[config.mk]
export PLATFORM = sky130hd
export DESIGN_NAME = dsm_tx_modulator
export DESIGN_NICKNAME = d
export VERILOG_FILES = /design/src/dsm_pkg.sv /design/src/dsm_tx_modulator.sv
export VERILOG_INCLUDE_DIRS = /design/src
export SDC_FILE = /design/constraint.sdc
export NUM_CORES = 1
export LEC_CHECK = 0
export BUFFER_PORTS_ARGS = -buffer_cell sky130_fd_sc_hd__clkbuf_2
export CAP_MARGIN = 20
export CORE_UTILIZATION = 36
export DETAILED_ROUTE_END_ITERATION = 7
export HOLD_SLACK_MARGIN = 0.02
export PLACE_DENSITY = 0.57
export SLEW_MARGIN = 15
export SYNTH_ARGS = -nofsm -noshare
export SYNTH_HDL_FRONTEND = slang
export SYNTH_SLANG_ARGS = --single-unit
[constraint.sdc]
create_clock -name i_clk_sys -period 3.3 [get_ports i_clk_sys]
set_input_delay 0.165 -clock i_clk_sys [delete_from_list [all_inputs] [get_ports i_clk_sys]]
set_output_delay 0.165 -clock i_clk_sys [all_outputs]
set_load 0.01 [all_outputs]
[src/dsm_regs.svh]
// What this block does
// [RULE1] Scrambler is a 7-bit shift register with software-programmed feedback taps.
// [RULE2] Preamble, header and data are all scrambled; all-zero taps pass data unchanged.
// [RULE3] Output bit is input XOR sum of enabled taps; register keeps output bits.
// [RULE4] Scrambler register loads seed 6C hex at each transmission start.
// [RULE5] Receive descrambler uses the same tap configuration and needs no seed.
// [RULE6] DBPSK and header bits are differentially encoded, driving I and Q alike.
// [RULE7] DQPSK dibit 00/01/11/10 gives phase change 0/+90/+180/-90 degrees.
// [RULE8] Rotation counterclockwise; bits 5 and 6 reverse transmit and receive sense.
// [RULE9] DQPSK puts one bit on I, one on Q; both spread by Barker word.
// [RULE10] Bi-orthogonal modes use undifferenced nibbles: one per symbol binary, two quaternary.
// [RULE11] Binary mode: three magnitude bits pick Walsh code, sign inverts, drives I and Q.
// [RULE12] Modified Walsh codes are 03,0C,30,3F,56,59,65,6A hex.
// [RULE13] Walsh chips go out at chip rate, eight chips per symbol.
// [RULE14] Encoder output of last header bit is latched, XORed onto bi-orthogonal data.
// [RULE15] Quaternary mode: first nibble code to Q, second to I, both phase-referenced.
// [RULE16] Complementary symbol is eight complex chips, first chip first, phase chip last.
// [RULE17] Chip phases add phi1 all, phi2 odd chips, phi3 odd pairs, phi4 quads.
// [RULE18] Phi1 is DQPSK coded; odd payload symbols get extra pi, counted from zero.
// [RULE19] 5.5 Mbps: first dibit phi1; phi2=d2*pi+pi/2, phi3=0, phi4=d3*pi.
// [RULE20] 11 Mbps: eight bits per symbol; dibits set phi2..phi4 by binary mapping.
// [RULE21] Phi1 change is referenced to the preceding symbol's phi1.
// [RULE22] Preamble and header go as DBPSK, payload switches rate automatically.
// [RULE23] Two-bit rate select: 00 1M, 01 2M, 10 5.5M, 11 11M.
// [RULE24] Preamble bits are all ones before scrambling and always DBPSK.
// [RULE25] A setting picks Walsh or complementary keying, held stable through a packet.
// [RULE26] One I/Q chip per chip enable; reset returns scrambler, encoder, counters.
`ifndef DSM_REGS_SVH
`define DSM_REGS_SVH

// ----------------------------------------
// Register offsets
// ----------------------------------------
`define DSM_REG_TAPS      4'h0
`define DSM_REG_CTRL      4'h1
`define DSM_REG_ROT       4'h2
`define DSM_REG_STATUS    4'h3

// ----------------------------------------
// Fields and reset values
// ----------------------------------------
`define DSM_CTRL_RATE_LO  0
`define DSM_CTRL_RATE_HI  1
`define DSM_CTRL_KEY_BIT  2
`define DSM_ROT_TX_BIT    5
`define DSM_ROT_RX_BIT    6
`define DSM_TAPS_RST      7'h00
`define DSM_CTRL_RST      3'h0
`define DSM_SEED          7'h6C

// ----------------------------------------
// Spreading constants
// ----------------------------------------
`define DSM_BARKER        11'h712
`define DSM_BARKER_LEN    4'hB
`define DSM_SYM8_LEN      4'h8
`define DSM_WALSH_0       8'h03
`define DSM_WALSH_1       8'h0C
`define DSM_WALSH_2       8'h30
`define DSM_WALSH_3       8'h3F
`define DSM_WALSH_4       8'h56
`define DSM_WALSH_5       8'h59
`define DSM_WALSH_6       8'h65
`define DSM_WALSH_7       8'h6A

`endif

[src/dsm_pkg.sv]
package dsm_pkg;

    typedef enum logic [2:0] {
        MODE_DBPSK,
        MODE_DQPSK,
        MODE_BMBOK,
        MODE_QMBOK,
        MODE_CCK55,
        MODE_CCK11
    } dsm_mode_t;

    typedef enum logic {
        ENG_IDLE,
        ENG_SEND
    } dsm_eng_t;

endpackage

[src/dsm_tx_modulator.sv]
`timescale 1ns/1ps
`include "dsm_regs.svh"

module dsm_tx_modulator #(
    parameter int          ADDR_W = 4,
    parameter logic [6:0]  SEED   = `DSM_SEED
) (
    input  wire logic              i_clk_sys,
    input  wire logic              i_rstn,
    input  wire logic              i_ce,
    input  wire logic              i_chip_en,
    input  wire logic [ADDR_W-1:0] i_addr,
    input  wire logic [7:0]        i_wdata,
    input  wire logic              i_wr,
    input  wire logic              i_rd,
    output logic [7:0]             o_rdata,
    input  wire logic              i_tx_start,
    input  wire logic              i_bit_valid,
    input  wire logic              i_bit,
    input  wire logic              i_bit_pre,
    input  wire logic              i_bit_payload,
    input  wire logic              i_bit_hdr_last,
    output logic                   o_bit_ready,
    output logic                   o_chip_valid,
    output logic                   o_chip_i,
    output logic                   o_chip_q,
    output logic [6:0]             o_scr_taps,
    output logic                   o_rx_rot_rev
);

    generate
        if (ADDR_W < 2 || ADDR_W > 8) begin : g_bad_addr
            $error("dsm_tx_modulator: ADDR_W must be 2..8");
        end
    endgenerate

    // ----------------------------------------
    // Helpers
    // ----------------------------------------
    function automatic logic [1:0] quad_to_iq(input logic [1:0] quad);
        // Bit 1 means a -1 chip; {i, q}
        return {quad[1] ^ quad[0], quad[1]};
    endfunction

    function automatic logic [7:0] walsh(input logic [2:0] mag);
        logic [7:0] w;
        case (mag)
            3'd0:    w = `DSM_WALSH_0;
            3'd1:    w = `DSM_WALSH_1;
            3'd2:    w = `DSM_WALSH_2;
            3'd3:    w = `DSM_WALSH_3;
            3'd4:    w = `DSM_WALSH_4;
            3'd5:    w = `DSM_WALSH_5;
            3'd6:    w = `DSM_WALSH_6;
            default: w = `DSM_WALSH_7;
        endcase
        return w; // [RULE12]
    endfunction

    function automatic logic [1:0] dq_delta(input logic d0, input logic d1, input logic rev);
        logic [1:0] dl;
        case ({d0, d1})
            2'b00:   dl = 2'd0;
            2'b01:   dl = 2'd1;
            2'b11:   dl = 2'd2;
            default: dl = 2'd3;
        endcase
        return rev ? 2'(-dl) : dl; // [RULE7] [RULE8]
    endfunction

    // ----------------------------------------
    // Registers
    // ----------------------------------------
    logic [6:0]            taps_reg;
    logic [2:0]            ctrl_reg;
    logic                  rot_tx_reg;
    logic                  rot_rx_reg;
    logic [1:0]            rate_pkt_reg;
    logic                  key_pkt_reg;
    logic [7:0]            rdata_reg;
    logic [7:0]            status;

    always_ff @(posedge i_clk_sys) begin
        if (!i_rstn) begin
            taps_reg   <= `DSM_TAPS_RST;
            ctrl_reg   <= `DSM_CTRL_RST;
            rot_tx_reg <= 1'b0;
            rot_rx_reg <= 1'b0;
        end else if (i_ce && i_wr) begin
            case (i_addr)
                ADDR_W'(`DSM_REG_TAPS): taps_reg <= i_wdata[6:0]; // [RULE1]
                ADDR_W'(`DSM_REG_CTRL): ctrl_reg <= i_wdata[2:0]; // [RULE23] [RULE25]
                ADDR_W'(`DSM_REG_ROT): begin
                    rot_tx_reg <= i_wdata[`DSM_ROT_TX_BIT]; // [RULE8]
                    rot_rx_reg <= i_wdata[`DSM_ROT_RX_BIT];
                end
                default: ;
            endcase
        end
    end

    // Rate and keying frozen for the whole packet
    always_ff @(posedge i_clk_sys) begin
        if (!i_rstn) begin
            rate_pkt_reg <= 2'b00;
            key_pkt_reg  <= 1'b0;
        end else if (i_ce && i_tx_start) begin
            rate_pkt_reg <= ctrl_reg[`DSM_CTRL_RATE_HI:`DSM_CTRL_RATE_LO]; // [RULE23]
            key_pkt_reg  <= ctrl_reg[`DSM_CTRL_KEY_BIT]; // [RULE25]
        end
    end

    always_ff @(posedge i_clk_sys) begin
        if (!i_rstn) begin
            rdata_reg <= 8'h00;
        end else if (i_ce && i_rd) begin
            case (i_addr)
                ADDR_W'(`DSM_REG_TAPS):   rdata_reg <= {1'b0, taps_reg};
                ADDR_W'(`DSM_REG_CTRL):   rdata_reg <= {5'h00, ctrl_reg};
                ADDR_W'(`DSM_REG_ROT):    rdata_reg <= {1'b0, rot_rx_reg, rot_tx_reg, 5'h00};
                ADDR_W'(`DSM_REG_STATUS): rdata_reg <= status;
                default:                  rdata_reg <= 8'h00;
            endcase
        end
    end

    // ----------------------------------------
    // Scrambler and bit collector
    // ----------------------------------------
    logic [6:0]            scr_reg;
    logic [7:0]            col_bits_reg;
    logic [3:0]            col_cnt_reg;
    logic [3:0]            col_need_reg;
    dsm_pkg::dsm_mode_t    col_mode_reg;
    logic                  col_pay_reg;
    logic                  col_hl_reg;
    logic                  full_reg;
    logic                  ready_reg;
    logic                  accept;
    logic                  load;
    logic                  scr_in;
    logic                  scr_out;
    dsm_pkg::dsm_mode_t    first_mode;
    logic [3:0]            first_need;
    logic [3:0]            cnt_now;
    logic [3:0]            need_now;
    logic                  full_next;

    assign accept  = i_bit_valid && ready_reg && !i_tx_start;
    assign scr_in  = i_bit_pre ? 1'b1 : i_bit; // [RULE24]
    assign scr_out = scr_in ^ (^(scr_reg & taps_reg)); // [RULE3] [RULE2]

    always_comb begin
        first_mode = dsm_pkg::MODE_DBPSK;
        if (i_bit_payload) begin // [RULE22]
            case (rate_pkt_reg)
                2'b00:   first_mode = dsm_pkg::MODE_DBPSK;
                2'b01:   first_mode = dsm_pkg::MODE_DQPSK;
                2'b10:   first_mode = key_pkt_reg ? dsm_pkg::MODE_CCK55 : dsm_pkg::MODE_BMBOK;
                default: first_mode = key_pkt_reg ? dsm_pkg::MODE_CCK11 : dsm_pkg::MODE_QMBOK;
            endcase
        end
        case (first_mode)
            dsm_pkg::MODE_DBPSK: first_need = 4'd1;
            dsm_pkg::MODE_DQPSK: first_need = 4'd2;
            dsm_pkg::MODE_BMBOK,
            dsm_pkg::MODE_CCK55: first_need = 4'd4; // [RULE10]
            default:             first_need = 4'd8; // [RULE20]
        endcase
        cnt_now   = col_cnt_reg + 4'd1;
        need_now  = (col_cnt_reg == 4'd0) ? first_need : col_need_reg;
        full_next = load ? 1'b0 : full_reg;
        if (accept && cnt_now == need_now) begin
            full_next = 1'b1;
        end
    end

    always_ff @(posedge i_clk_sys) begin
        if (!i_rstn) begin
            scr_reg <= SEED;
        end else if (i_ce) begin
            if (i_tx_start) begin
                scr_reg <= SEED; // [RULE4]
            end else if (accept) begin
                scr_reg <= {scr_reg[5:0], scr_out}; // [RULE3]
            end
        end
    end

    always_ff @(posedge i_clk_sys) begin
        if (!i_rstn) begin
            col_bits_reg <= 8'h00;
            col_cnt_reg  <= 4'd0;
            col_need_reg <= 4'd1;
            col_mode_reg <= dsm_pkg::MODE_DBPSK;
            col_pay_reg  <= 1'b0;
            col_hl_reg   <= 1'b0;
            full_reg     <= 1'b0;
            ready_reg    <= 1'b0;
        end else if (i_ce) begin
            if (i_tx_start) begin
                col_cnt_reg <= 4'd0;
                full_reg    <= 1'b0;
                ready_reg   <= 1'b1;
            end else begin
                if (load) begin
                    col_cnt_reg <= 4'd0;
                end
                if (accept) begin
                    col_bits_reg[col_cnt_reg[2:0]] <= scr_out;
                    col_cnt_reg                    <= cnt_now;
                    if (col_cnt_reg == 4'd0) begin
                        col_need_reg <= first_need;
                        col_mode_reg <= first_mode;
                        col_pay_reg  <= i_bit_payload;
                        col_hl_reg   <= i_bit_hdr_last;
                    end
                end
                full_reg  <= full_next;
                ready_reg <= !full_next;
            end
        end
    end

    // ----------------------------------------
    // Symbol encoder
    // ----------------------------------------
    logic [1:0]            ph_reg;
    logic                  ref_reg;
    logic                  odd_reg;
    logic [1:0]            ph_new;
    logic [10:0]           sym_i;
    logic [10:0]           sym_q;
    logic [3:0]            sym_len;
    logic [1:0]            iq;
    logic [1:0]            phi2;
    logic [1:0]            phi3;
    logic [1:0]            phi4;
    logic [1:0]            cp;
    logic [7:0]            w_a;
    logic [7:0]            w_b;
    logic [2:0]            k3;
    logic                  is_cck;

    always_comb begin
        ph_new  = ph_reg;
        sym_i   = 11'h000;
        sym_q   = 11'h000;
        sym_len = `DSM_SYM8_LEN;
        phi2    = 2'd0;
        phi3    = 2'd0;
        phi4    = 2'd0;
        cp      = 2'd0;
        k3      = 3'd0;
        is_cck  = 1'b0;
        w_a     = walsh(col_bits_reg[2:0]) ^ {8{col_bits_reg[3] ^ ref_reg}}; // [RULE11] [RULE14]
        w_b     = walsh(col_bits_reg[6:4]) ^ {8{col_bits_reg[7] ^ ref_reg}};
        case (col_mode_reg)
            dsm_pkg::MODE_DBPSK: begin
                ph_new  = ph_reg + {col_bits_reg[0], 1'b0}; // [RULE6]
                sym_len = `DSM_BARKER_LEN;
            end
            dsm_pkg::MODE_DQPSK: begin
                ph_new  = ph_reg + dq_delta(col_bits_reg[0], col_bits_reg[1], rot_tx_reg);
                sym_len = `DSM_BARKER_LEN;
            end
            dsm_pkg::MODE_BMBOK: begin
                sym_i = {3'b000, w_a}; // [RULE11] [RULE13]
                sym_q = {3'b000, w_a};
            end
            dsm_pkg::MODE_QMBOK: begin
                sym_q = {3'b000, w_a}; // [RULE15]
                sym_i = {3'b000, w_b};
            end
            dsm_pkg::MODE_CCK55: begin
                is_cck = 1'b1;
                phi2   = {col_bits_reg[2], 1'b1}; // [RULE19]
                phi4   = {col_bits_reg[3], 1'b0};
            end
            dsm_pkg::MODE_CCK11: begin
                is_cck = 1'b1;
                phi2   = {col_bits_reg[2], col_bits_reg[3]}; // [RULE20]
                phi3   = {col_bits_reg[4], col_bits_reg[5]};
                phi4   = {col_bits_reg[6], col_bits_reg[7]};
            end
            default: ;
        endcase
        iq = quad_to_iq(ph_new);
        if (sym_len == `DSM_BARKER_LEN) begin
            sym_i = `DSM_BARKER ^ {11{iq[1]}}; // [RULE9] [RULE6]
            sym_q = `DSM_BARKER ^ {11{iq[0]}};
        end
        if (is_cck) begin
            ph_new = ph_reg + dq_delta(col_bits_reg[0], col_bits_reg[1], rot_tx_reg)
                   + {odd_reg, 1'b0}; // [RULE18] [RULE21]
            for (int k = 0; k < 8; k++) begin
                k3 = 3'(k);
                cp = ph_new; // [RULE17]
                if (!k3[0]) cp = cp + phi2;
                if (!k3[1]) cp = cp + phi3;
                if (!k3[2]) cp = cp + phi4;
                if (k3 == 3'd3 || k3 == 3'd6) cp = cp + 2'd2;
                iq       = quad_to_iq(cp);
                sym_i[k] = iq[1]; // [RULE16]
                sym_q[k] = iq[0];
            end
        end
    end

    always_ff @(posedge i_clk_sys) begin
        if (!i_rstn) begin
            ph_reg  <= 2'd0;
            ref_reg <= 1'b0;
            odd_reg <= 1'b0;
        end else if (i_ce) begin
            if (i_tx_start) begin
                ph_reg  <= 2'd0;
                odd_reg <= 1'b0;
            end else if (load) begin
                ph_reg <= ph_new; // [RULE21]
                if (col_hl_reg) begin
                    ref_reg <= ph_new[1]; // [RULE14]
                end
                odd_reg <= col_pay_reg ? !odd_reg : 1'b0; // [RULE18]
            end
        end
    end

    // ----------------------------------------
    // Chip engine
    // ----------------------------------------
    dsm_pkg::dsm_eng_t     eng_reg;
    logic [10:0]           chi_reg;
    logic [10:0]           chq_reg;
    logic [3:0]            left_reg;
    logic                  last_chip;
    logic                  vld_reg;
    logic                  ci_reg;
    logic                  cq_reg;

    assign last_chip = (eng_reg == dsm_pkg::ENG_SEND) && i_chip_en && left_reg == 4'd1;
    assign load      = full_reg && !i_tx_start
                     && (eng_reg == dsm_pkg::ENG_IDLE || last_chip);

    always_ff @(posedge i_clk_sys) begin
        if (!i_rstn) begin
            eng_reg  <= dsm_pkg::ENG_IDLE;
            chi_reg  <= 11'h000;
            chq_reg  <= 11'h000;
            left_reg <= 4'd0;
        end else if (i_ce) begin
            case (eng_reg)
                dsm_pkg::ENG_IDLE: begin
                    if (load) begin
                        chi_reg  <= sym_i;
                        chq_reg  <= sym_q;
                        left_reg <= sym_len;
                        eng_reg  <= dsm_pkg::ENG_SEND;
                    end
                end
                dsm_pkg::ENG_SEND: begin
                    if (load) begin
                        chi_reg  <= sym_i;
                        chq_reg  <= sym_q;
                        left_reg <= sym_len;
                    end else if (i_chip_en) begin
                        chi_reg  <= {1'b0, chi_reg[10:1]};
                        chq_reg  <= {1'b0, chq_reg[10:1]};
                        left_reg <= left_reg - 4'd1;
                        if (left_reg == 4'd1) begin
                            eng_reg <= dsm_pkg::ENG_IDLE;
                        end
                    end
                end
                default: eng_reg <= dsm_pkg::ENG_IDLE;
            endcase
        end
    end

    // One chip pair per chip enable, first chip first
    always_ff @(posedge i_clk_sys) begin
        if (!i_rstn) begin
            vld_reg <= 1'b0;
            ci_reg  <= 1'b0;
            cq_reg  <= 1'b0;
        end else if (i_ce) begin
            vld_reg <= i_chip_en && eng_reg == dsm_pkg::ENG_SEND; // [RULE26]
            if (i_chip_en && eng_reg == dsm_pkg::ENG_SEND) begin
                ci_reg <= chi_reg[0]; // [RULE16] [RULE13]
                cq_reg <= chq_reg[0];
            end
        end
    end

    assign status = {1'b0, rate_pkt_reg, key_pkt_reg, odd_reg, ref_reg, full_reg,
                     eng_reg == dsm_pkg::ENG_SEND};

    assign o_rdata      = rdata_reg;
    assign o_bit_ready  = ready_reg;
    assign o_chip_valid = vld_reg;
    assign o_chip_i     = ci_reg;
    assign o_chip_q     = cq_reg;
    assign o_scr_taps   = taps_reg;   // [RULE5]
    assign o_rx_rot_rev = rot_rx_reg; // [RULE8]

endmodule // dsm_tx_modulator

==> flow_metrics.py <==
metrics = {
    "synthesis": {
        "ys_seq_area_share_pct": 32.7,
        "ys_types": 60,
        "yosysTopAreaCell": "dfxtp_1",
        "synth-edff-count": 0,
        "ys_warn_count": 0,
        "ys_ff_latch": 86,
        "syn_inst": 618,
        "syn_area_sq_mm": 0.00526,
        "yosys.area.top_type_share_pct": 32.7,
        "netlist_top_cells_area": "dfxtp_1 33%, xnor2_1 7.0%, mux2i_1 6.5%",
        "synth.avg_cell_area_sq_um": 8.51,
        "synth_flop_cell": "dfxtp_1",
        "async_flop_share_pct": 0,
        "synthesis.nets": 658,
    },
    "final_layout": {
        "n_antenna_cell": 0,
        "nets": 680,
        "area_growth_pct": 12.4,
        "drive_gt1_share_pct": 13.6,
        "fin_area_sq_mm": 0.00591,
    },
    "power": {
        "p_per_area_mw_per_mm2": 379,
        "p_leak_nw": 2.23,
        "p_total_mw": 2.24,
        "ir_worst_vdd_mv": 0.242,
    },
    "setup_path": {
        "start_kind": "flip-flop",
        "rr_startpoint": "col_bits_reg[1]",
        "rr_endpoint": "chq_reg[0]",
        "cp.arrival_ns": 3.31,
        "timing.reg2reg.setup_slack_ns": 0.26,
        "crit_type": "flip-flop to flip-flop",
        "r2r_cells": 11,
        "end_kind": "flip-flop",
        "required_ns": 3.57,
        "critical_path.max_fanout": 6,
    },
    "global_routing": {
        "grt_pass1_vias": 4134,
        "grt_max_degree": 51,
        "grt_pass1_wl_mm": 21.5,
        "track_usage_pct": 18.6,
        "antenna_found_initial": 0,
        "grt_overflow": 0,
    },
    "cts": {
        "numCtsBuffers": 9,
        "cts_tree": "yes",
        "cts.sinks": 86,
        "clk_pin_slew_ns": 0.06,
        "cts_post_setup_buffers_inserted": 0,
        "cts_resized": 0,
        "cts.htree.levels": 3,
        "worstSkewPairLatency_ns": 0.34,
        "cts.path.max_buffers": 2,
        "holdBufCountCts": 0,
        "clock-root-buffer": "clkbuf_16",
    },
    "sta": {
        "slew_headroom_pct": 31.2,
        "fin_tns_setup_ns": 0,
        "whs_ns": 0.0627,
        "hold_viol": 0,
        "setup_viol": 0,
        "fin_crit_sh_pct": 92.2,
        "tightest_slew_ns": 1.03,
        "finClkSkew_ns": 0.00884,
        "maxSlewViolCount": 0,
        "fmax_mhz": 329,
        "period_needed_ns": 3.04,
        "rsz0062_at_grt": "no",
    },
    "min_path": {
        "hold_path_startpoint": "i_bit_hdr_last",
        "worst_hold_path_type": "input pin to flip-flop",
        "holdPathStages": 3,
        "hold_end": "col_hl_reg",
    },
    "detailed_routing": {
        "first_iter_violations": 290,
        "via_per_inst": 5.33,
        "totalWireLength_mm": 13.3,
        "vias": 4398,
        "ant_nets": 0,
        "wl_per_cell_microns": 16.2,
        "dr.pass1.iters": 5,
        "drc": 0,
    },
    "placement": {
        "dpl_cell_area_sq_mm": 0.00561,
        "io_buffers": 41,
        "place_congestion": 0.849,
        "dp_hpwl_mm": 10.1,
    },
    "die": {
        "start_util_pct": 37.4,
        "die_w_microns": 123,
        "io_pins": 44,
        "fp.coreArea_sq_mm": 0.0140,
        "row_count": 43,
        "fp.dieArea_sq_mm": 0.0151,
        "dieHeight_microns": 123,
    },
    "job": {
        "cap_violations": 0,
    },
    "status": {
        "status": "completed",
    },
}
## layout by cell type, fill, tap and decap left out, types with 18 or more instances in the layout
cell,instances
xnor2_1,42
clkbuf_2,41
nor2b_1,47
mux2i_1,34
xor2_1,18
nor3_1,19
nand2_1,64
nor2_1,36
dfxtp_1,86
a21oi_1,31
o21ai_0,26
## layer usage
layer | track usage (%) | share of wire (%) | up-vias
met5 | 0 | 0 | -
li1 | - | - | 2209
met1 | 26.6 | 51 | 2086
met2 | 27.5 | 43 | 85
met4 | 6.48 | 1.8 | 0
met3 | 3.44 | 4.5 | 18
## Yosys cell counts, drive strengths merged (4+ instances only)
library cell	n
a22o	5
and2	10
o31ai	4
nand2b	4
a211oi	4
clkbuf	36
nor2b	47
nor2	36
xnor2	46
o21ai	26
nor3	19
mux2i	35
a221oi	4
a21boi	14
a21oi	31
ha	16
inv	9
o221ai	11
nor4	4
a22oi	17
dfxtp	86
buf	7
nand3	15
and3	8
xor2	19
a31oi	4
nand2	64
## stage by stage
step	setup WS, ns	utilization [%]	instances
6_report	0.258	42.1	825
5_1_grt	0.112	42.1	825
4_1_cts	0.253	42.1	825
3_5_place_dp	0.292	40.0	809
3_3_place_gp	0.344	40.0	809
2_1_floorplan	0.418	-	618
## power by group
group	switching, mW	total (mW)	internal [mW]
clock network	0.431	1.00	0.574
logic	0.0972	0.166	0.0691
registers	0.0146	1.07	1.05
## critical path, cell delays in order, from the launching register on
cell and delay, ns:
dfxtp_1 0.44, inv_1 0.09, ha_1 0.28, ha_1 0.39, ha_1 0.37, ha_1 0.35, ha_1 0.22, xnor2_1 0.28
xnor2_1 0.19, xnor2_1 0.14, nand2_1 0.08, a21oi_1 0.13
## kinds of logic (layout without fill, tap and decap cells)
| logic type | after synthesis | in the layout | share of synthesized area [%] |
|---|---|---|---|
| simple gates | 222 | 222 | 21.3 |
| mux | 37 | 37 | 7.16 |
| other cells | 1 | 1 | 0.0713 |
| flops | 86 | 86 | 32.7 |
| buf+inv | 52 | 79 | 3.95 |
| xor+xnor | 67 | 67 | 12.6 |
| fa+ha+maj | 16 | 16 | 3.81 |
| compound gates | 137 | 137 | 18.4 |
## how the worst max path moves through the flow
| stage | cells past startpoint | slack [ns] | endpoint | from |
|---|---|---|---|---|
| global placement | 12 | 0.34 | chq_reg[1] | col_bits_reg[1] |
| floorplan | 12 | 0.42 | chq_reg[0] | col_bits_reg[0] |
| CTS | 11 | 0.25 | chq_reg[0] | col_bits_reg[1] |
| finish | 11 | 0.26 | chq_reg[0] | col_bits_reg[1] |
| detailed placement | 11 | 0.29 | chq_reg[0] | col_bits_reg[1] |
| global route | 11 | 0.11 | chq_reg[0] | col_bits_reg[1] |
## area by class of cell
type,count,area [sq um]
timing repair buffer,54,303
fill,1423,8140
multi-input combinational,480,3330
tap,180,225
clock inverter,4,28.8
inverter,9,33.8
clock buffer,12,267
sequential,86,1720
No activity file was read; power rests on OpenSTA's default activity.
